## config.mk

```make
export PLATFORM = sky130hd
export DESIGN_NAME = mrpcs_top
export DESIGN_NICKNAME = d
export VERILOG_FILES = /design/src/mrpcs_pkg.sv /design/src/mrpcs_top.sv
export SDC_FILE = /design/constraint.sdc
export NUM_CORES = 1
export LEC_CHECK = 0
export ABC_AREA = 1
export BUFFER_PORTS_ARGS = -buffer_cell sky130_fd_sc_hd__buf_2
export CORE_MARGIN = 3
export CORE_UTILIZATION = 55
export CTS_BUF_LIST = sky130_fd_sc_hd__clkbuf_2
export DETAILED_ROUTE_END_ITERATION = 16
export GPL_ROUTABILITY_DRIVEN = 0
export PLACE_DENSITY = 0.79
export SYNTH_ARGS = -nofsm -noshare
export SYNTH_HDL_FRONTEND = slang
export SYNTH_SLANG_ARGS = --single-unit
```

## constraint.sdc

```tcl
create_clock -name clk -period 10.45 [get_ports clk]
set_input_delay 1.5675 -clock clk [delete_from_list [all_inputs] [get_ports clk]]
set_output_delay 1.5675 -clock clk [all_outputs]
set_load 0.005 [all_outputs]
```

## src/mrpcs_pkg.sv

```systemverilog
package mrpcs_pkg;

  // Register indices; the byte address on the bus is four times the index
  localparam logic [7:0] LOW_SEL_IDX = 8'hA2;
  localparam logic [7:0] PERI_SEL_IDX = 8'hA4;
  localparam logic [7:0] MID_BASE_IDX = 8'hA6;
  localparam logic [7:0] AUX_IDX = 8'hA8;
  localparam logic [11:0] LOW_SEL_ADDR = {2'h0, LOW_SEL_IDX, 2'h0};
  localparam logic [11:0] PERI_SEL_ADDR = {2'h0, PERI_SEL_IDX, 2'h0};
  localparam logic [11:0] MID_BASE_ADDR = {2'h0, MID_BASE_IDX, 2'h0};
  localparam logic [11:0] AUX_ADDR = {2'h0, AUX_IDX, 2'h0};

  localparam logic [15:0] CFG_RST = 16'h0000;

  // Field positions
  localparam int MID_BASE_LSB = 9;
  localparam int PERI_BASE_LSB = 7;
  localparam int SIZE_LSB = 8;
  localparam int SIZE_W = 7;
  localparam int PIN_SEL_BIT = 7;
  localparam int SPACE_SEL_BIT = 6;
  localparam int WAIT_HI_BIT = 3;
  localparam int READY_MODE_BIT = 2;
  localparam int ADDR_DIS_BIT = 7;

  // Bus address layout
  localparam int MID_ADDR_LSB = 13;
  localparam int PERI_ADDR_LSB = 11;
  localparam int PERI_SLOT_LSB = 8;
  localparam logic [4:0] MID_QUARTER_SHIFT = 5'h0B;
  localparam logic [2:0] SEL5_SLOT = 3'h5;
  localparam logic [2:0] SEL6_SLOT = 3'h6;

  typedef enum logic [2:0] {
    ST_IDLE = 3'b001,
    ST_WAIT = 3'b010,
    ST_READY = 3'b100
  } mrpcs_state_t;

endpackage

```

## src/mrpcs_top.sv

```systemverilog
// Operation
// - One-hot size code splits block in four
// - Pin selector: upper selects or latched a1/a2
// - Space selector gates peripheral selects by cycle
// - Aux ready and waits apply to selects 5,6
// - Midrange base gives address bits 19..13
// - Midrange selects active after both writes
// - Midrange selects use later multiplexed bus timing; here they are registered on the same edge as the peripheral selects
// - I/O peripheral selects may overlap midrange
// - Midrange ready mode and 0-3 waits
// - Peripheral base gives address bits 19..11
// - 256-byte peripheral ranges, five at 1280, six 1536
// - Peripheral block in memory or I/O space
// - Lower peripheral waits 0,1,2,3,5,7,9,15
// - Peripheral pins active after both writes
// - Low select active once the low select register is written
// - Reset clears the address disable bit
module mrpcs_top
  import mrpcs_pkg::*;
#(
  parameter int PAW = 12
) (
  input wire logic clk,
  input wire logic rst,
  input wire logic psel,
  input wire logic penable,
  input wire logic pwrite,
  input wire logic [PAW-1:0] paddr,
  input wire logic [31:0] pwdata,
  output logic [31:0] prdata,
  output logic pready,
  output logic pslverr,
  input wire logic cycleStart,
  input wire logic cycleIsMem,
  input wire logic [19:0] cycleAddr,
  input wire logic extReady,
  output logic cycleDone,
  output logic [3:0] midrangeSelectPinsN,
  output logic [3:0] lowerPeripheralSelectPinsN,
  output logic [1:0] upperPeripheralSelectPinsN,
  output logic lowSelectActive,
  output logic addressDriveDisable
);

  logic [15:0] lowSelCfg_r;
  logic [15:0] periSelCfg_r;
  logic [15:0] midBaseCfg_r;
  logic [15:0] auxCfg_r;
  logic midWritten_r;
  logic periWritten_r;
  logic auxWritten_r;
  logic lowActive_r;
  logic [31:0] prdata_r;
  logic pslverr_r;
  mrpcs_state_t state_r;
  logic [3:0] waitCnt_r;
  logic ignoreReady_r;
  logic [3:0] midSel_r;
  logic [3:0] lowerSel_r;
  logic [1:0] upperSel_r;
  logic [1:0] addrLatch_r;

  // ---------------- APB slave ----------------
  logic setupPh;
  logic wrStrobe;
  logic hitLow;
  logic hitPeri;
  logic hitMid;
  logic hitAux;
  logic mapped;
  logic [15:0] readMux;

  assign setupPh = psel & ~penable;
  assign pready = psel & penable;
  assign wrStrobe = psel & penable & pwrite;
  assign hitLow = paddr == PAW'(LOW_SEL_ADDR);
  assign hitPeri = paddr == PAW'(PERI_SEL_ADDR);
  assign hitMid = paddr == PAW'(MID_BASE_ADDR);
  assign hitAux = paddr == PAW'(AUX_ADDR);
  assign mapped = hitLow | hitPeri | hitMid | hitAux;

  always_comb begin
    readMux = 16'h0000;
    if (hitLow) begin
      readMux = lowSelCfg_r;
    end else if (hitPeri) begin
      readMux = periSelCfg_r;
    end else if (hitMid) begin
      readMux = midBaseCfg_r;
    end else if (hitAux) begin
      readMux = auxCfg_r;
    end
  end

  // Read data and error are captured in the setup cycle so they come from flops
  always_ff @(posedge clk) begin
    if (rst) begin
      prdata_r <= 32'h0000_0000;
      pslverr_r <= 1'b0;
    end else if (setupPh) begin
      prdata_r <= {16'h0000, readMux};
      pslverr_r <= ~mapped;
    end
  end

  assign prdata = prdata_r;
  assign pslverr = pslverr_r;

  // Contents are undefined after reset in hardware; zero keeps simulation clean
  always_ff @(posedge clk) begin
    if (rst) begin
      lowSelCfg_r <= CFG_RST;
      periSelCfg_r <= CFG_RST;
      midBaseCfg_r <= CFG_RST;
      auxCfg_r <= CFG_RST;
    end else if (wrStrobe) begin
      if (hitLow) begin
        lowSelCfg_r <= pwdata[15:0];
      end
      if (hitPeri) begin
        periSelCfg_r <= pwdata[15:0];
      end
      if (hitMid) begin
        midBaseCfg_r <= pwdata[15:0];
      end
      if (hitAux) begin
        auxCfg_r <= pwdata[15:0];
      end
    end
  end

  always_ff @(posedge clk) begin
    if (rst) begin
      midWritten_r <= 1'b0;
      periWritten_r <= 1'b0;
      auxWritten_r <= 1'b0;
      lowActive_r <= 1'b0;
    end else if (wrStrobe) begin
      midWritten_r <= midWritten_r | hitMid;
      periWritten_r <= periWritten_r | hitPeri;
      auxWritten_r <= auxWritten_r | hitAux;
      lowActive_r <= lowActive_r | hitLow;
    end
  end

  assign lowSelectActive = lowActive_r;
  assign addressDriveDisable = lowSelCfg_r[ADDR_DIS_BIT];

  logic midEnable;
  logic pcsEnable;
  logic pinSelector;
  logic spaceSelector;

  assign midEnable = midWritten_r & auxWritten_r;
  assign pcsEnable = periWritten_r & auxWritten_r;
  assign pinSelector = auxCfg_r[PIN_SEL_BIT];
  assign spaceSelector = auxCfg_r[SPACE_SEL_BIT];

  // ---------------- Address decode ----------------
  function automatic logic [2:0] sizePos(input logic [SIZE_W-1:0] code);
    logic [2:0] pos;
    pos = 3'h0;
    for (int i = 0; i < SIZE_W; i++) begin
      if (code[i]) begin
        pos = 3'(i);
      end
    end
    return pos;
  endfunction

  function automatic logic [3:0] periWaits(input logic [2:0] code);
    logic [3:0] w;
    unique case (code)
      3'h0: w = 4'h0;
      3'h1: w = 4'h1;
      3'h2: w = 4'h2;
      3'h3: w = 4'h3;
      3'h4: w = 4'h5;
      3'h5: w = 4'h7;
      3'h6: w = 4'h9;
      3'h7: w = 4'hF;
    endcase
    return w;
  endfunction

  logic [SIZE_W-1:0] sizeCode;
  logic [SIZE_W-1:0] lowMask;
  logic sizeLegal;
  logic [6:0] midBase;
  logic [4:0] quarterShift;
  logic [19:0] shiftedAddr;
  logic [1:0] midIdx;
  logic midHit;

  assign sizeCode = auxCfg_r[SIZE_LSB +: SIZE_W];
  assign sizeLegal = $onehot(sizeCode);
  assign lowMask = sizeCode - 7'h01;
  assign quarterShift = MID_QUARTER_SHIFT + 5'(sizePos(sizeCode));
  assign shiftedAddr = cycleAddr >> quarterShift;
  assign midIdx = shiftedAddr[1:0];
  // base bits 19..13, low bits zero; an illegal size code selects nothing
  assign midBase = midBaseCfg_r[MID_BASE_LSB +: 7];
  assign midHit = midEnable & cycleIsMem & sizeLegal &
                  ((cycleAddr[19:MID_ADDR_LSB] & ~lowMask) == (midBase & ~lowMask));

  logic [19:0] effAddr;
  logic spaceOk;
  logic periHit;
  logic [2:0] slot;
  logic lowerHit;
  logic upperHit;

  // I/O cycles carry 16 bits, upper address treated as zero
  assign effAddr = cycleIsMem ? cycleAddr : {4'h0, cycleAddr[15:0]};
  assign spaceOk = spaceSelector == cycleIsMem;
  assign periHit = pcsEnable & spaceOk &
                   (effAddr[19:PERI_ADDR_LSB] == periSelCfg_r[15:PERI_BASE_LSB]);
  // 256-byte slots; slot four and seven are unused
  assign slot = effAddr[PERI_ADDR_LSB-1:PERI_SLOT_LSB];
  assign lowerHit = periHit & ~slot[2];
  assign upperHit = periHit & pinSelector & ((slot == SEL5_SLOT) | (slot == SEL6_SLOT));

  // midrange wins; in I/O space the two never meet
  logic anyHit;
  logic [3:0] nextWaits;
  logic nextIgnore;

  always_comb begin
    nextWaits = 4'h0;
    nextIgnore = 1'b1;
    if (midHit) begin
      nextWaits = {2'h0, midBaseCfg_r[1:0]};
      nextIgnore = midBaseCfg_r[READY_MODE_BIT];
    end else if (lowerHit) begin
      nextWaits = periWaits({periSelCfg_r[WAIT_HI_BIT], periSelCfg_r[1:0]});
      nextIgnore = periSelCfg_r[READY_MODE_BIT];
    end else if (upperHit) begin
      // auxiliary ready and waits for selects 5 and 6
      nextWaits = {2'h0, auxCfg_r[1:0]};
      nextIgnore = auxCfg_r[READY_MODE_BIT];
    end
  end

  assign anyHit = midHit | lowerHit | upperHit;

  // ---------------- Cycle sequencer ----------------
  logic takeCycle;
  logic waitDone;

  assign takeCycle = (state_r == ST_IDLE) & cycleStart & anyHit;
  // waits first, then sampled ready unless ignored
  assign waitDone = ((state_r == ST_WAIT) & (waitCnt_r == 4'h0) & (ignoreReady_r | extReady)) |
                    ((state_r == ST_READY) & extReady);
  assign cycleDone = waitDone;

  always_ff @(posedge clk) begin
    if (rst) begin
      state_r <= ST_IDLE;
      waitCnt_r <= 4'h0;
      ignoreReady_r <= 1'b1;
    end else begin
      unique case (state_r)
        ST_IDLE: begin
          if (takeCycle) begin
            state_r <= ST_WAIT;
            waitCnt_r <= nextWaits;
            ignoreReady_r <= nextIgnore;
          end
        end
        ST_WAIT: begin
          if (waitCnt_r != 4'h0) begin
            waitCnt_r <= waitCnt_r - 4'h1;
          end else if (ignoreReady_r | extReady) begin
            state_r <= ST_IDLE;
          end else begin
            state_r <= ST_READY;
          end
        end
        ST_READY: begin
          if (extReady) begin
            state_r <= ST_IDLE;
          end
        end
        default: begin
          state_r <= ST_IDLE;
        end
      endcase
    end
  end

  // selects registered: one cycle after the address phase they were decoded in
  always_ff @(posedge clk) begin
    if (rst) begin
      midSel_r <= 4'h0;
      lowerSel_r <= 4'h0;
      upperSel_r <= 2'h0;
    end else if (takeCycle) begin
      midSel_r <= midHit ? (4'h1 << midIdx) : 4'h0;
      lowerSel_r <= (!midHit && lowerHit) ? (4'h1 << slot[1:0]) : 4'h0;
      upperSel_r <= (!midHit && upperHit) ? {slot == SEL6_SLOT, slot == SEL5_SLOT} : 2'h0;
    end else if (waitDone) begin
      midSel_r <= 4'h0;
      lowerSel_r <= 4'h0;
      upperSel_r <= 2'h0;
    end
  end

  // Latched a2/a1 follow every address phase, decoded or not
  always_ff @(posedge clk) begin
    if (rst) begin
      addrLatch_r <= 2'h0;
    end else if (cycleStart) begin
      addrLatch_r <= cycleAddr[2:1];
    end
  end

  assign midrangeSelectPinsN = ~midSel_r;
  assign lowerPeripheralSelectPinsN = ~lowerSel_r;
  // upper pins as selects or latched address
  assign upperPeripheralSelectPinsN = (pcsEnable & ~pinSelector) ? addrLatch_r : ~upperSel_r;
endmodule

```

==> flow_metrics.py <==
metrics = {
    "run_status": {
        "outcome": "finished, final reports clean",
    },
    "layout": {
        "num-nets-final": 1063,
        "drive_above_1_share_pct": 17.78,
        "syn_to_final_growth_pct": 8.559,
        "finish.utilization_pct": 63.02,
        "multiInputGateArea_mm2": 0.003288,
        "n_fill_cell": 1057,
        "final_common_cell": "nand2_1",
        "layout_common_cells": "176 x nand2_1, 123 x nor2_1, 109 x dfxtp_1, 98 x inv_1, 80 x buf_2",
        "seq_area_mm2": 0.002182,
        "diodes": 0,
    },
    "die": {
        "rows": 37,
        "fp.dieW_um": 111.8,
        "core_mm2": 0.01060,
        "fp.dieArea_mm2": 0.01250,
        "fp.dieH_um": 111.8,
        "ios": 119,
        "start_util_pct": 58.05,
    },
    "clock_tree": {
        "path_clk_slew_ps": 300,
        "cts_htree_levels": 3,
        "clock_path_buffers": 2,
        "holdBufCountCts": 0,
        "postCtsResizedCells": 0,
        "clock_latency_ps": 600,
        "clk_root_buffer_cell": "clkbuf_2",
        "cts.sinks": 109,
        "cts_tree": "done",
        "cts_setup_buffers": 0,
        "numCtsBuffers": 9,
    },
    "setup_path": {
        "cp_max_fo": 11,
        "slowest_stage": "buf_4",
        "critPathLaunchType": "primary input",
        "reg2regPathDepth": 16,
        "cp_cell_sequence": "buf_2, nor2_1, inv_1, a22oi_1, buf_4, inv_1, buf_2",
        "r2r_setup_slack_ps": 6570,
        "cp-end-kind": "output pin",
        "critical_path_required_ps": 8880,
        "r2r-end": "upperSel_r[1]",
        "slowest_delay_ps": 240,
        "arrival_ps": 2430,
        "r2r-start": "auxCfg_r[8]",
        "crit_buf_inv": 5,
        "crit_family": "buffers and inverters",
        "critical_path_class": "in -> out",
        "cp.depth": 7,
    },
    "timing": {
        "fmax_mhz": 250.0,
        "hold_slack_ps": 471.7,
        "final-max-slew-violation-count": 0,
        "hold_viol_final": 0,
        "finalCritPeriodShare_pct": 38.27,
        "slew-limit-headroom_pct": 25.03,
        "period_needed_ps": 4000,
        "tightest_slew_ps": 1120,
        "fin_ws_ps": 6450,
        "skew_ps": 30.14,
        "rsz0062_at_grt": "false",
        "setup_violations": 0,
        "tns_ps": 0,
    },
    "synthesis": {
        "ys_seq_area_share_pct": 35.45,
        "synth.yosys.warnings": 0,
        "netlist_instances": 922,
        "syn_area_per_cell_um2": 6.675,
        "synth_ff_type": "dfxtp_1",
        "synth.distinct_cells": 44,
        "async_flop_share_pct": 0,
        "synth_area_mm2": 0.006155,
        "synth-edff-count": 0,
        "ys_ff_latch": 109,
    },
    "detailed_routing": {
        "firstDrtPassIters": 6,
        "antenna_left": 0,
        "drc": 0,
        "drtIter0Drc": 528,
        "vias_per_cell": 5.312,
        "drt_wl_total_um": 15460,
        "wl_per_cell_um": 13.73,
        "via_count": 5981,
    },
    "min_path": {
        "min_to": "lowSelCfg_r[5]",
        "holdPathStages": 2,
        "min_path_type": "reg -> reg",
        "min_from": "lowSelCfg_r[5]",
    },
    "place": {
        "post-dp-hpwl_um": 11250,
        "port_buffers": 80,
        "place_ws_ps": 6451,
    },
    "pwr": {
        "peakVddDrop_mv": 0.08222,
        "power_leakage_nw": 2.932,
        "power.density_mw_per_mm2": 103.1,
    },
    "global_route": {
        "grt_use_total_pct": 25.11,
        "grt_max_degree": 54,
        "grt_pass1_vias": 5465,
        "grt_overflow": 0,
        "antenna_found_initial": 0,
        "grt_pass1_wl_um": 26080,
    },
    "run": {
        "maxCapViolCount": 0,
    },
}
==> cell families (layout without fill, tap and decap cells) <==
group / Yosys count / after routing / share of synthesized area, %
AO/OA/AOI/OAI: 185 / 185 / 16.49
XOR/XNOR: 8 / 8 / 1.138
adder cells (fa/ha/maj): 6 / 6 / 1.708
buffers and inverters: 175 / 228 / 12.03
flip-flops: 109 / 109 / 35.45
other: 1 / 16 / 0.06093
AND/OR/NAND/NOR: 438 / 438 / 33.12
==> worst max-delay path by stage <==
| stage | from | to |
|---|---|---|
| detailed placement | extReady | cycleDone |
| CTS | extReady | cycleDone |
| floorplan | extReady | cycleDone |
| global route | state_r[1] | cycleDone |
| global placement | extReady | cycleDone |
| finish | extReady | cycleDone |
==> synth_stat cells (2+ instances only) <==
library cell / instances / area share [%]
clkbuf_1: 22 / 1.3
nand2_1: 176 / 11
nor3_1: 3 / 0.24
nand3_1: 77 / 6.3
buf_1: 4 / 0.24
xnor2_1: 2 / 0.28
ha_1: 2 / 0.41
nor2_2: 6 / 0.61
nor2_1: 123 / 7.5
xor2_1: 6 / 0.85
buf_2: 3 / 0.24
dfxtp_1: 109 / 35
a21oi_1: 73 / 5.9
o22ai_1: 3 / 0.30
nor3_2: 6 / 0.98
o21ai_1: 16 / 1.3
nand2_2: 9 / 0.91
nand3_4: 2 / 0.57
a21oi_2: 10 / 1.4
nor2_4: 3 / 0.55
a211oi_1: 16 / 2.0
nand3_2: 13 / 2.1
nand3b_1: 2 / 0.24
nand4_1: 10 / 1.0
clkinv_1: 7 / 0.43
inv_2: 20 / 1.2
buf_4: 19 / 2.3
inv_1: 98 / 6.0
fa_1: 4 / 1.3
o21ai_0: 64 / 5.2
==> stage by stage <==
step | std cells | instance area (um^2) | power [mW]
floorplan | 937 | 6211 | 0.4667
global placement | 1110 | 6560 | 0.4852
detailed placement | 1110 | 6560 | 0.4859
CTS | 1126 | 6681 | 0.6905
global route | 1126 | 6681 | 0.7155
finish | 1126 | 6681 | 0.6888
==> routing by layer <==
layer	GRT usage, %	share of wire [%]	vias up
met4	5.677	1.3	0
met5	0	0	-
met1	34.82	47	2681
met3	4.076	6.7	17
li1	-	-	3067
met2	41.21	45	216
==> area by class of cell <==
| type | instances | share of cell area, % |
|---|---|---|
| repair buffers | 86 | 6.667 |
| clock buffers | 11 | 0.8240 |
| well taps | 136 | 2.547 |
| clock inverters | 5 | 0.9925 |
| multi-input cells | 653 | 49.21 |
| inverters | 126 | 7.097 |
| flip-flops and latches | 109 | 32.66 |
==> power by group <==
| group | switching, mW | total, mW | internal, mW |
|---|---|---|---|
| Combinational | 0.0415 | 0.0594 | 0.0179 |
| Clock | 0.148 | 0.209 | 0.0609 |
| Sequential | 0.00126 | 0.421 | 0.419 |
| Total | 0.191 | 0.689 | 0.498 |
==> sequential cells by signal, summed over array words and instances, names as in the netlist, named ones only <==
| name | flops |
|---|---|
| addrLatch_r | 2 |
| auxCfg_r | 16 |
| auxWritten_r | 1 |
| ignoreReady_r | 1 |
| lowSelCfg_r | 16 |
| lowSelectActive | 1 |
| lowerSel_r | 4 |
| midBaseCfg_r | 16 |
| midSel_r | 4 |
| midWritten_r | 1 |
| periSelCfg_r | 16 |
| periWritten_r | 1 |
| prdata | 16 |
| pslverr | 1 |
| state_r | 3 |
| upperSel_r | 2 |
| waitCnt_r | 4 |
==> worst reg2reg max path, cell delays in order, from the launching register on <==
cell      delay, ps
dfxtp_1         470
inv_1           140
fa_1            570
fa_1            430
fa_1            370
inv_1            70
fa_1            400
nor2_1          140
nand3b_1        110
nor2_1          100
nand3_1         140
inv_2           100
nand3_4         110
nand3_2         100
nand3_2         290
nand3_1         180
a21oi_1          70
Note: power is estimated with default switching activity, not from simulation.
